## src/pkg/mds_pkg.sv

```systemverilog
// Shared constants, carriers and state codes of the address decoder.
// Assumes one clock domain and a word-wide request port from the
// application processor side.
package mds_pkg;

  // ---------------------------------------------------------------
  // Address windows seen by the application processor
  // ---------------------------------------------------------------
  localparam logic [31:0] SRAM_BASE   = 32'h0000_0000; // Low-power SRAM
  localparam logic [31:0] SRAM_SPAN   = 32'h0005_0000; // 320 KB
  localparam logic [31:0] CH_BIG_SPAN = 32'h0003_0000; // 192 KB chunk
  localparam logic [31:0] ROM_BASE    = 32'h0030_0000; // 64 KB ROM
  localparam logic [31:0] ROM_MASK    = 32'hffff_0000;
  localparam logic [31:0] Q1D_BASE    = 32'h0800_0000; // Flash 1 direct
  localparam logic [31:0] Q2D_BASE    = 32'h0a00_0000; // Flash 2 direct
  localparam logic [31:0] QD_MASK     = 32'hfe00_0000; // 32 MB
  localparam logic [31:0] Q1I_BASE    = 32'h1200_0000; // Flash 1 indirect
  localparam logic [31:0] Q2I_BASE    = 32'h1204_0000; // Flash 2 indirect
  localparam logic [31:0] LP_BASE     = 32'h2404_0000; // Low-power bridge
  localparam logic [31:0] W256K_MASK  = 32'hfffc_0000; // 256 KB
  localparam logic [31:0] APB_BASE    = 32'h4400_0000; // Peripheral bridge
  localparam logic [31:0] APB_MASK    = 32'hfc00_0000; // 64 MB

  // ---------------------------------------------------------------
  // Forwarded targets, one select bit each
  // ---------------------------------------------------------------
  localparam int unsigned FWD_N   = 6;
  localparam int unsigned FWD_ROM = 0;
  localparam int unsigned FWD_Q1D = 1;
  localparam int unsigned FWD_Q1I = 2;
  localparam int unsigned FWD_Q2D = 3;
  localparam int unsigned FWD_Q2I = 4;
  localparam int unsigned FWD_LP  = 5;
  localparam logic [FWD_N-1:0][31:0] FWD_BASES =
    {LP_BASE, Q2I_BASE, Q2D_BASE, Q1I_BASE, Q1D_BASE, ROM_BASE};
  localparam logic [FWD_N-1:0][31:0] FWD_MASKS =
    {W256K_MASK, W256K_MASK, QD_MASK, W256K_MASK, QD_MASK, ROM_MASK};

  // ---------------------------------------------------------------
  // Peripheral selects behind the bridge; last one is the catch-all
  // ---------------------------------------------------------------
  localparam int unsigned PSEL_N     = 7;
  localparam int unsigned PSEL_OTHER = 6;
  localparam logic [PSEL_N-2:0][31:0] PER_BASES = {
    32'h4600_c000,  // Fuse block
    32'h4600_4000,  // Pad configuration
    32'h4600_0000,  // Power management unit
    32'h4706_0000,  // Quadrature decoder
    32'h4400_0100,  // Serial port, synchronous view
    32'h4400_0000}; // Serial port, asynchronous view
  localparam logic [PSEL_N-2:0][31:0] PER_MASKS = {
    32'hffff_c000, 32'hffff_c000, 32'hffff_c000,
    32'hffff_0000, 32'hffff_ff00, 32'hffff_ff00};

  // ---------------------------------------------------------------
  // Chunks: 0 = 352 KB, 1 and 2 = 64 KB, 3 = 192 KB
  // ---------------------------------------------------------------
  localparam int unsigned NCH       = 4;
  localparam logic [1:0]  CH_WL     = 2'h0;
  localparam logic [1:0]  CH_SMALL0 = 2'h1;
  localparam logic [1:0]  CH_SMALL1 = 2'h2;
  localparam logic [1:0]  CH_APP    = 2'h3;
  localparam int unsigned CH_AW     = 18;     // Byte address in chunk
  localparam logic [9:0]  WL_KB     = 10'h160; // 352 KB
  localparam logic [9:0]  SMALL_KB  = 10'h040; // 64 KB
  localparam logic [9:0]  APP_KB    = 10'h0c0; // 192 KB
  localparam logic [1:0]  SYNC_FILL = 2'h3;    // Cycles to fill sync

  // ---------------------------------------------------------------
  // Carriers
  // ---------------------------------------------------------------
  typedef struct packed {
    logic [31:0] addr;
    logic        write;
    logic [3:0]  be;
    logic [31:0] wdata;
  } mds_req_t;

  typedef struct packed {
    logic [FWD_N-1:0] sel;
    logic [31:0]      addr;
    logic             write;
    logic [3:0]       be;
    logic [31:0]      wdata;
  } mds_fwd_t;

  typedef struct packed {
    logic [PSEL_N-1:0] sel;
    logic              enable;
    logic [31:0]       addr;
    logic              write;
    logic [31:0]       wdata;
  } mds_apb_t;

  typedef enum logic [2:0] {
    ST_IDLE  = 3'b000,
    ST_SRAM  = 3'b001,
    ST_SREAD = 3'b010,
    ST_FWD   = 3'b011,
    ST_APB   = 3'b100
  } mds_state_t;

  typedef enum logic [1:0] {
    BR_IDLE   = 2'b00,
    BR_SETUP  = 2'b01,
    BR_ACCESS = 2'b10
  } mds_br_state_t;

endpackage

```

## src/core/mds_apb_bridge.sv

```systemverilog
// Peripheral bridge: one unpipelined transfer at a time.
// Assumes start_i is a one-cycle pulse from the decoder on the same
// clock and that request fields stay put until done_o.
`timescale 1ns/1ps
module mds_apb_bridge (
  input  wire logic             clock_i,
  input  wire logic             srst_i,
  input  wire logic             start_i,
  input  wire logic [31:0]      addr_i,
  input  wire logic             write_i,
  input  wire logic [31:0]      wdata_i,
  output mds_pkg::mds_apb_t     apb_o,
  input  wire logic             apb_ready_i,
  input  wire logic [31:0]      apb_rdata_i,
  input  wire logic             apb_err_i,
  output logic                  done_o,
  output logic [31:0]           rdata_o,
  output logic                  err_o
);

  // ---------------------------------------------------------------
  // State
  // ---------------------------------------------------------------
  typedef struct packed {
    mds_pkg::mds_br_state_t state; // Transfer phase
    mds_pkg::mds_apb_t      apb;   // Bus outputs
    logic                   done;  // Completion pulse
    logic [31:0]            rdata; // Captured read data
    logic                   err;   // Captured error
  } mds_br_st_t;

  localparam mds_br_st_t BR_RST = '0;

  mds_br_st_t q;
  mds_br_st_t d;
  logic [mds_pkg::PSEL_N-1:0] hit; // Peripheral decode

  // ---------------------------------------------------------------
  // Peripheral decode
  // ---------------------------------------------------------------
  // serial, quadrature, power management, pad and fuse bases
  for (genvar i = 0; i < mds_pkg::PSEL_N - 1; i++) begin : g_dec
    assign hit[i] = (addr_i & mds_pkg::PER_MASKS[i])
                    == mds_pkg::PER_BASES[i];
  end
  assign hit[mds_pkg::PSEL_OTHER] = ~|hit[mds_pkg::PSEL_N-2:0];

  // ---------------------------------------------------------------
  // Next state
  // ---------------------------------------------------------------
  always_comb begin
    d      = q;
    d.done = 1'b0;
    case (q.state)
      // Idle until the decoder hands over a transfer
      mds_pkg::BR_IDLE: begin
        if (start_i) begin
          d.apb.sel    = hit;
          d.apb.enable = 1'b0;
          d.apb.addr   = addr_i;
          d.apb.write  = write_i;
          d.apb.wdata  = wdata_i;
          d.state      = mds_pkg::BR_SETUP;
        end
      end
      // Setup always lasts exactly one cycle
      mds_pkg::BR_SETUP: begin
        d.apb.enable = 1'b1;
        d.state      = mds_pkg::BR_ACCESS;
      end
      // Access holds until the peripheral is ready
      mds_pkg::BR_ACCESS: begin
        if (apb_ready_i) begin
          d.apb.sel    = '0;
          d.apb.enable = 1'b0;
          d.done       = 1'b1;
          d.rdata      = apb_rdata_i;
          d.err        = apb_err_i;
          d.state      = mds_pkg::BR_IDLE;
        end
      end
      default: d.state = mds_pkg::BR_IDLE;
    endcase
  end

  // ---------------------------------------------------------------
  // Registers
  // ---------------------------------------------------------------
  // outputs move on the rising edge only
  always_ff @(posedge clock_i) begin
    if (srst_i) begin
      q <= BR_RST;
    end else begin
      q <= d;
    end
  end

  assign apb_o   = q.apb;
  assign done_o  = q.done;
  assign rdata_o = q.rdata;
  assign err_o   = q.err;

endmodule

```

## src/core/mds_decoder.sv

```systemverilog
// Address decoder and shared SRAM split for the application bus.
// Assumes the split straps are steady pins, the SRAM chunks answer
// one cycle after their enable, and all targets share clock_i.
`timescale 1ns/1ps
module mds_decoder (
  input  wire logic                       clock_i,
  input  wire logic                       srst_i,
  input  wire logic [1:0]                 cfg_split_i,
  input  wire logic                       req_valid_i,
  input  mds_pkg::mds_req_t               req_i,
  output logic                            req_ready_o,
  output logic                            rsp_valid_o,
  output logic                            rsp_err_o,
  output logic [31:0]                     rsp_rdata_o,
  output logic                            cfg_locked_o,
  output logic [mds_pkg::NCH-1:0]         chunk_app_clk_o,
  output logic [9:0]                      wireless_kb_o,
  output logic [9:0]                      app_kb_o,
  output logic [mds_pkg::NCH-1:0]         sram_en_o,
  output logic                            sram_we_o,
  output logic [3:0]                      sram_be_o,
  output logic [mds_pkg::CH_AW-1:0]       sram_addr_o,
  output logic [31:0]                     sram_wdata_o,
  input  wire logic [mds_pkg::NCH-1:0][31:0] sram_rdata_i,
  output logic                            fwd_valid_o,
  output mds_pkg::mds_fwd_t               fwd_o,
  input  wire logic                       fwd_ready_i,
  input  wire logic [31:0]                fwd_rdata_i,
  input  wire logic                       fwd_err_i,
  output mds_pkg::mds_apb_t               apb_o,
  input  wire logic                       apb_ready_i,
  input  wire logic [31:0]                apb_rdata_i,
  input  wire logic                       apb_err_i
);

  // ---------------------------------------------------------------
  // State
  // ---------------------------------------------------------------
  typedef struct packed {
    logic [1:0]            s1;        // Strap sync, first stage
    logic [1:0]            s2;        // Strap sync, second stage
    logic [1:0]            s3;        // Strap sync, third stage
    logic [1:0]            fill;      // Sync fill counter
    logic                  locked;    // Split frozen
    logic [mds_pkg::NCH-1:0] own_app; // Chunk owned by app side
    logic [9:0]            wl_kb;     // Wireless share in KB
    logic [9:0]            app_kb;    // Application share in KB
    mds_pkg::mds_state_t   state;     // Request sequencer
    logic                  ready;     // Request port open
    logic                  rsp_valid; // Answer pulse
    logic                  rsp_err;   // Answer is an error
    logic [31:0]           rsp_rdata; // Answer data
    logic [1:0]            chunk;     // Chunk being accessed
    logic [mds_pkg::NCH-1:0] sram_en; // Chunk enables
    logic                  sram_we;   // Chunk write
    logic [3:0]            sram_be;   // Chunk byte lanes
    logic [mds_pkg::CH_AW-1:0] sram_addr; // Byte address in chunk
    logic [31:0]           sram_wdata; // Chunk write data
    logic                  fwd_valid; // Forward request standing
    mds_pkg::mds_fwd_t     fwd;       // Forward request
    logic                  apb_start; // Bridge start pulse
  } mds_core_st_t;

  localparam mds_core_st_t CORE_RST = '0;

  mds_core_st_t q;
  mds_core_st_t d;

  logic [mds_pkg::FWD_N-1:0] fwd_hit;    // Forward window hits
  logic                      apb_hit;    // Bridge window hit
  logic                      sram_hit;   // Allocated SRAM hit
  logic [1:0]                sram_chunk; // Chunk for the hit
  logic [mds_pkg::CH_AW-1:0] sram_local; // Offset in the chunk
  logic                      br_done;    // Bridge finished
  logic [31:0]               br_rdata;   // Bridge read data
  logic                      br_err;     // Bridge error
  logic [31:0]               a;          // Request address
  logic [31:0]               slot_off;   // Offset past big chunk

  assign a = req_i.addr;

  // ---------------------------------------------------------------
  // Window decode
  // ---------------------------------------------------------------
  // ROM window; flash windows; low-power bridge window
  for (genvar i = 0; i < mds_pkg::FWD_N; i++) begin : g_fwd
    assign fwd_hit[i] = (a & mds_pkg::FWD_MASKS[i])
                        == mds_pkg::FWD_BASES[i];
  end

  assign apb_hit = (a & mds_pkg::APB_MASK) == mds_pkg::APB_BASE;

  // ---------------------------------------------------------------
  // SRAM decode: big app chunk first, then owned 64 KB chunks packed
  // ---------------------------------------------------------------
  assign slot_off = a - mds_pkg::CH_BIG_SPAN;

  always_comb begin
    sram_hit   = 1'b0;
    sram_chunk = mds_pkg::CH_APP;
    sram_local = a[mds_pkg::CH_AW-1:0];
    if (a - mds_pkg::SRAM_BASE < mds_pkg::SRAM_SPAN) begin
      if (a < mds_pkg::CH_BIG_SPAN) begin
        // 192 KB chunk serves the bottom
        sram_hit = 1'b1;
      end else begin
        sram_local = {2'b00, slot_off[15:0]};
        if (slot_off[16] == 1'b0) begin
          if (q.own_app[mds_pkg::CH_SMALL0]) begin
            sram_hit   = 1'b1;
            sram_chunk = mds_pkg::CH_SMALL0;
          end else if (q.own_app[mds_pkg::CH_SMALL1]) begin
            sram_hit   = 1'b1;
            sram_chunk = mds_pkg::CH_SMALL1;
          end
        end else if (&q.own_app[mds_pkg::CH_SMALL1:mds_pkg::CH_SMALL0])
        begin
          // second small chunk only when both owned
          sram_hit   = 1'b1;
          sram_chunk = mds_pkg::CH_SMALL1;
        end
      end
    end
  end

  // ---------------------------------------------------------------
  // Next state
  // ---------------------------------------------------------------
  always_comb begin
    d           = q;
    d.s1        = cfg_split_i;
    d.s2        = q.s1;
    d.s3        = q.s2;
    d.rsp_valid = 1'b0;
    d.rsp_err   = 1'b0;
    d.sram_en   = '0;
    d.apb_start = 1'b0;
    // Let the synchroniser fill before trusting it
    if (q.fill != mds_pkg::SYNC_FILL) begin
      d.fill = q.fill + 2'h1;
    end
    // capture the split once, never again
    if (!q.locked && q.fill == mds_pkg::SYNC_FILL && q.s2 == q.s3) begin
      d.locked = 1'b1;
      d.ready  = 1'b1;
      // fixed owners; strap bit set gives chunk away
      d.own_app[mds_pkg::CH_WL]     = 1'b0;
      d.own_app[mds_pkg::CH_SMALL0] = ~q.s3[0];
      d.own_app[mds_pkg::CH_SMALL1] = ~q.s3[1];
      d.own_app[mds_pkg::CH_APP]    = 1'b1;
      d.wl_kb  = mds_pkg::WL_KB
               + (q.s3[0] ? mds_pkg::SMALL_KB : 10'h000)
               + (q.s3[1] ? mds_pkg::SMALL_KB : 10'h000);
      d.app_kb = mds_pkg::APP_KB
               + (q.s3[0] ? 10'h000 : mds_pkg::SMALL_KB)
               + (q.s3[1] ? 10'h000 : mds_pkg::SMALL_KB);
    end
    case (q.state)
      // Take one request and route it
      mds_pkg::ST_IDLE: begin
        if (req_valid_i && q.ready) begin
          if (sram_hit) begin
            // strobe the chunk for one cycle
            d.ready      = 1'b0;
            d.chunk      = sram_chunk;
            d.sram_en[sram_chunk] = 1'b1;
            d.sram_we    = req_i.write;
            d.sram_be    = req_i.be;
            d.sram_addr  = sram_local;
            d.sram_wdata = req_i.wdata;
            d.state      = mds_pkg::ST_SRAM;
          end else if (|fwd_hit) begin
            // Forward request holds until taken
            d.ready     = 1'b0;
            d.fwd_valid = 1'b1;
            d.fwd.sel   = fwd_hit;
            d.fwd.addr  = a;
            d.fwd.write = req_i.write;
            d.fwd.be    = req_i.be;
            d.fwd.wdata = req_i.wdata;
            d.state     = mds_pkg::ST_FWD;
          end else if (apb_hit) begin
            // Bridge gets the request fields from fwd
            d.ready     = 1'b0;
            d.apb_start = 1'b1;
            d.fwd.addr  = a;
            d.fwd.write = req_i.write;
            d.fwd.wdata = req_i.wdata;
            d.state     = mds_pkg::ST_APB;
          end else begin
            d.rsp_valid = 1'b1;
            d.rsp_err   = 1'b1;
            d.rsp_rdata = '0;
          end
        end
      end
      // Chunk enable cycle; writes finish here
      mds_pkg::ST_SRAM: begin
        if (q.sram_we) begin
          d.rsp_valid = 1'b1;
          d.ready     = 1'b1;
          d.state     = mds_pkg::ST_IDLE;
        end else begin
          d.state = mds_pkg::ST_SREAD;
        end
      end
      // Read data from the chunk is captured
      mds_pkg::ST_SREAD: begin
        // data ready the cycle after enable
        d.rsp_valid = 1'b1;
        d.rsp_rdata = sram_rdata_i[q.chunk];
        d.ready     = 1'b1;
        d.state     = mds_pkg::ST_IDLE;
      end
      // Wait for the forwarded target
      mds_pkg::ST_FWD: begin
        if (fwd_ready_i) begin
          d.fwd_valid = 1'b0;
          d.fwd.sel   = '0;
          d.rsp_valid = 1'b1;
          d.rsp_err   = fwd_err_i;
          d.rsp_rdata = fwd_rdata_i;
          d.ready     = 1'b1;
          d.state     = mds_pkg::ST_IDLE;
        end
      end
      // Wait for the bridge
      mds_pkg::ST_APB: begin
        if (br_done) begin
          d.rsp_valid = 1'b1;
          d.rsp_err   = br_err;
          d.rsp_rdata = br_rdata;
          d.ready     = 1'b1;
          d.state     = mds_pkg::ST_IDLE;
        end
      end
      default: d.state = mds_pkg::ST_IDLE;
    endcase
  end

  // ---------------------------------------------------------------
  // Registers
  // ---------------------------------------------------------------
  always_ff @(posedge clock_i) begin
    if (srst_i) begin
      q <= CORE_RST;
    end else begin
      q <= d;
    end
  end

  // ---------------------------------------------------------------
  // Peripheral bridge
  // ---------------------------------------------------------------
  // bridge sequences the transfer
  mds_apb_bridge u_bridge (
    .clock_i     (clock_i),
    .srst_i      (srst_i),
    .start_i     (q.apb_start),
    .addr_i      (q.fwd.addr),
    .write_i     (q.fwd.write),
    .wdata_i     (q.fwd.wdata),
    .apb_o       (apb_o),
    .apb_ready_i (apb_ready_i),
    .apb_rdata_i (apb_rdata_i),
    .apb_err_i   (apb_err_i),
    .done_o      (br_done),
    .rdata_o     (br_rdata),
    .err_o       (br_err)
  );

  // ---------------------------------------------------------------
  // Outputs
  // ---------------------------------------------------------------
  assign req_ready_o     = q.ready;
  assign rsp_valid_o     = q.rsp_valid;
  assign rsp_err_o       = q.rsp_err;
  assign rsp_rdata_o     = q.rsp_rdata;
  assign cfg_locked_o    = q.locked;
  assign chunk_app_clk_o = q.own_app;
  assign wireless_kb_o   = q.wl_kb;
  assign app_kb_o        = q.app_kb;
  assign sram_en_o       = q.sram_en;
  assign sram_we_o       = q.sram_we;
  assign sram_be_o       = q.sram_be;
  assign sram_addr_o     = q.sram_addr;
  assign sram_wdata_o    = q.sram_wdata;
  assign fwd_valid_o     = q.fwd_valid;
  assign fwd_o           = q.fwd;

endmodule

```

## config.mk

```make
export PLATFORM = sky130hd
export DESIGN_NAME = mds_decoder
export DESIGN_NICKNAME = d
export VERILOG_FILES = /design/src/pkg/mds_pkg.sv /design/src/core/mds_apb_bridge.sv /design/src/core/mds_decoder.sv
export SDC_FILE = /design/constraint.sdc
export NUM_CORES = 1
export LEC_CHECK = 0
export BUFFER_PORTS_ARGS = -buffer_cell sky130_fd_sc_hd__buf_2
export CAP_MARGIN = 20
export CORE_AREA = 2 2 208 210
export DETAILED_ROUTE_END_ITERATION = 8
export DIE_AREA = 0 0 210 212
export GPL_ROUTABILITY_DRIVEN = 1
export PLACE_DENSITY = 0.58
export SYNTH_ARGS = -nofsm -noshare
export SYNTH_HDL_FRONTEND = slang
export SYNTH_HIERARCHICAL = 1
export SYNTH_SLANG_ARGS = --single-unit
```

## constraint.sdc

```tcl
create_clock -name clock_i -period 3.36 [get_ports clock_i]
set_input_delay 0.672 -clock clock_i [delete_from_list [all_inputs] [get_ports clock_i]]
set_output_delay 0.672 -clock clock_i [all_outputs]
set_load 0.02 [all_outputs]
```

==> metrics.csv <==
stage;metric;value;unit
logic_synthesis;synthMuxAreaShare;9.241;%
timing;fin_crit;2.727;ns
floorplanning;die_w;210;um
power;report.power.total;7925;uW
cells_and_area;fillers;4411;
global_routing;grt.overflow.total;0;
setup_path;crit_path_start_kind;input pin;
timing;fin_setup_tns;0;ns
timing;drv_slew;0;
cells_and_area;layout.nets;2247;
setup_path;end_kind;register;
power;powerDensity;473.8;mW/mm2
setup_path;arrival;3.11;ns
global_routing;grt_pass1_vias;11820;
setup_path;cp_num_buf_inv;2;
clock_network;cts_buffers;35;
cells_and_area;fin_cells;2551;
place;gp_congestion;0.9320;
logic_synthesis;yosysSeqAreaShare;41.07;%
setup_path;path_delay_family;simple AND/OR/NAND/NOR gates;
routing;drt-met1-wl;18920;um
clock_network;cts_sinks;300;
setup_path;ff2ff_setup_slack;0.65;ns
flow_run;drv_cap;0;
setup_path;cp.required;3.74;ns
logic_synthesis;yosys.area_share.simple;16.94;%
setup_path;crit_fanout;58;
place;port_buffers;523;
floorplanning;dieArea;0.04452;mm2
clock_network;root_buffer;clkbuf_16;
routing;viasPerCell;4.847;
floorplanning;ios;538;
routing;drc;0;
logic_synthesis;yosysUniqueCellTypes;62;
timing;clock_skew;0.01727;ns
routing;highest_layer;met5;
power;leakage;0.006911;uW
clock_network;cts.path.max_buffers;3;
timing;hold_violations;0;
setup_path;critPathMaxStageDelay;0.59;ns
routing;routed_wirelength;46570;um
logic_synthesis;synth_edf_count;0;
logic_synthesis;synth_compound_area_share;13.19;%
timing;tightest_slew;1.088;ns
setup_path;path_class;in -> reg;
routing;drt-initial-drc-count;648;
floorplanning;die_h;212;um
logic_synthesis;synth-main-ff-cell;dfxtp_1;
routing;met2WireLength;22320;um
floorplanning;coreArea;0.04251;mm2
timing;rsz0062_at_grt;false;
logic_synthesis;synth-seq-cells;300;
timing;final.period_utilization;81.17;%
global_routing;grt_pass1_wl;68590;um
status;status;finished, final reports clean;
timing;timing.fmax;366.7;MHz
clock_network;clock_latency;0.54;ns
floorplanning;row_count;76;
routing;dr_total_vias;12365;
clock_network;cts_max_level;2;
timing;setup_viol;0;
timing;hold-worst-slack;0.3545;ns
cells_and_area;area_delta_synth_final;14.39;%
clock_network;cts_setup_buffers;0;
cells_and_area;postLayoutCoreUtil;39.35;%
power;vdd_drop_max;0.2932;mV
place;place_hpwl;34010;um
clock_network;cts_tree;yes;
global_routing;antenna_found_initial;8;
setup_path;slowest_stage;or4_1;
routing;wl_per_cell;18.26;um
routing;firstDrtPassIters;5;
logic_synthesis;async_reset_ff_share;0;%
routing;routed-wl-met3;3849;um
logic_synthesis;synth-xor-area-share;0.2396;%
clock_network;hold_buffers;0;
logic_synthesis;synth.cell_area;0.01462;mm2
cells_and_area;layout-drive-gt1-share;31.67;%
setup_path;cp_cell_sequence;buf_2 -> or4_1 -> or4_4 -> a21o_4 -> or3_2 -> buf_12 -> nand2_1 -> a21oi_1;
global_routing;grt_max_degree;149;
logic_synthesis;synth_fa_ha_area_share;0.3251;%
worst_hold_path;hold_class;in -> reg;
global_routing;track_usage;19.79;%
logic_synthesis;synth_top_family_by_area;buffers and inverters;
floorplanning;initial_utilization;34.40;%
routing;antenna_left;0;
logic_synthesis;yosysWarnings;6;
clock_network;cts.clk_slew.worst_paths;0.06;ns
logic_synthesis;avgSynthCellArea;8.243;um2
timing;relSlewSlack;27.45;%
clock_network;post_cts_resize_count;0;
place;place_inst;2482;
logic_synthesis;synth_cells;1774;
## placed cells by master (no fill, tap or decap), drive strengths merged, types with 5 or more instances in the layout
cell type | synthesis | routed
clkbuf | 66 | 50
o21ai | 71 | 71
a21oi | 199 | 199
a32o | 5 | 5
a211oi | 9 | 9
nor2b | 12 | 12
buf | 336 | 552
or3 | 6 | 6
conb | 1 | 15
nand2 | 316 | 316
diode | 0 | 6
a22oi | 36 | 36
nand2b | 6 | 6
mux2i | 135 | 135
nor3 | 9 | 9
and3 | 9 | 9
clkinv | 0 | 6
or4 | 7 | 7
nor2 | 171 | 171
nor4 | 8 | 8
inv | 10 | 13
nand3 | 7 | 7
nand3b | 6 | 6
dfxtp | 300 | 300
## routing by layer
layer  up-vias  track usage [%]
li1       6022                -
met1      5773            23.52
met2       489            33.49
met3        77            6.086
met4         4            7.704
met5         -                0
## layout make-up
type | instances | area (um2) | area share, %
diodes | 6 | 15.01 | 0.08976
clock buffers | 50 | 993.5 | 5.939
clock inverters | 12 | 123.9 | 0.7405
inverters | 10 | 37.54 | 0.2244
multi-input cells | 1075 | 5944 | 35.54
flip-flops and latches | 300 | 6010 | 35.93
well taps | 546 | 683.2 | 4.084
repair buffers | 552 | 2920 | 17.46
## registers in the layout, summed over array words and instances (netlist names), 2 cells and up
| signal | flops |
|---|---|
| rsp_rdata_o | 32 |
| u_bridge/rdata_o | 32 |
| u_bridge/q | 2 |
| u_bridge/apb_o | 73 |
| wireless_kb_o | 2 |
| sram_be_o | 4 |
| fwd_o | 75 |
| q | 10 |
| d | 4 |
| sram_en_o | 4 |
| sram_addr_o | 18 |
| sram_wdata_o | 32 |
| chunk_app_clk_o | 2 |
| app_kb_o | 3 |
## worst paths after layout
path                            start                             to  depth (start not counted)
setup / recovery            req_i[61]  sram_wdata_o[16]$_SDFFE_PP0P_                          8
hold / removal         cfg_split_i[0]              d[205]$_SDFF_PP0_                          2
setup reg to reg  q[175]$_SDFFE_PP0P_         fwd_o[66]$_SDFFE_PP0P_                          7
hold reg to reg     d[205]$_SDFF_PP0_              d[203]$_SDFF_PP0_                          1
## Yosys cell counts, drive strengths merged, types with 4 or more instances
| cell type | number | share of area, % |
|---|---|---|
| buf | 336 | 17 |
| nand2 | 316 | 8.2 |
| dfxtp | 300 | 41 |
| a21oi | 199 | 6.8 |
| nor2 | 171 | 4.4 |
| mux2i | 135 | 9.2 |
| o21ai | 71 | 2.4 |
| clkbuf | 66 | 1.7 |
| a22oi | 36 | 1.9 |
| nor2b | 12 | 0.51 |
| inv | 10 | 0.26 |
| a211oi | 9 | 0.50 |
| and3 | 9 | 0.39 |
| nor3 | 9 | 0.38 |
| nor4 | 8 | 0.44 |
| nand3 | 7 | 0.27 |
| or4 | 7 | 0.41 |
| nand2b | 6 | 0.26 |
| nand3b | 6 | 0.31 |
| or3 | 6 | 0.26 |
| a32o | 5 | 0.34 |
| a21o | 4 | 0.26 |
| a31oi | 4 | 0.17 |
| o31ai | 4 | 0.21 |
| xor2 | 4 | 0.24 |
## per-stage QoR
step	setup WS, ns	area [um2]
after floorplan	0.4676	14680
after global placement	0.1873	15590
after detailed placement	0.1468	15590
after CTS	0.5822	16700
after global routing	0.4098	16720
final	0.6328	16730
## report_power, final
group	internal [uW]	switching, uW	leakage (uW)
Sequential	3590	27.3	0.00242
Combinational	213	312	0.00394
Clock	2220	1560	0.000550
Total	6020	1900	0.00691
## cell families (layout without fill, tap and decap cells)
| family | count (synthesis) | count (layout) |
|---|---|---|
| flops | 300 | 300 |
| compound gates | 342 | 342 |
| xor+xnor | 4 | 4 |
| mux | 135 | 135 |
| buf+inv | 413 | 624 |
| simple gates | 575 | 575 |
| other cells | 1 | 21 |
| fa+ha+maj | 4 | 4 |
(Power assumes the default switching activity.)
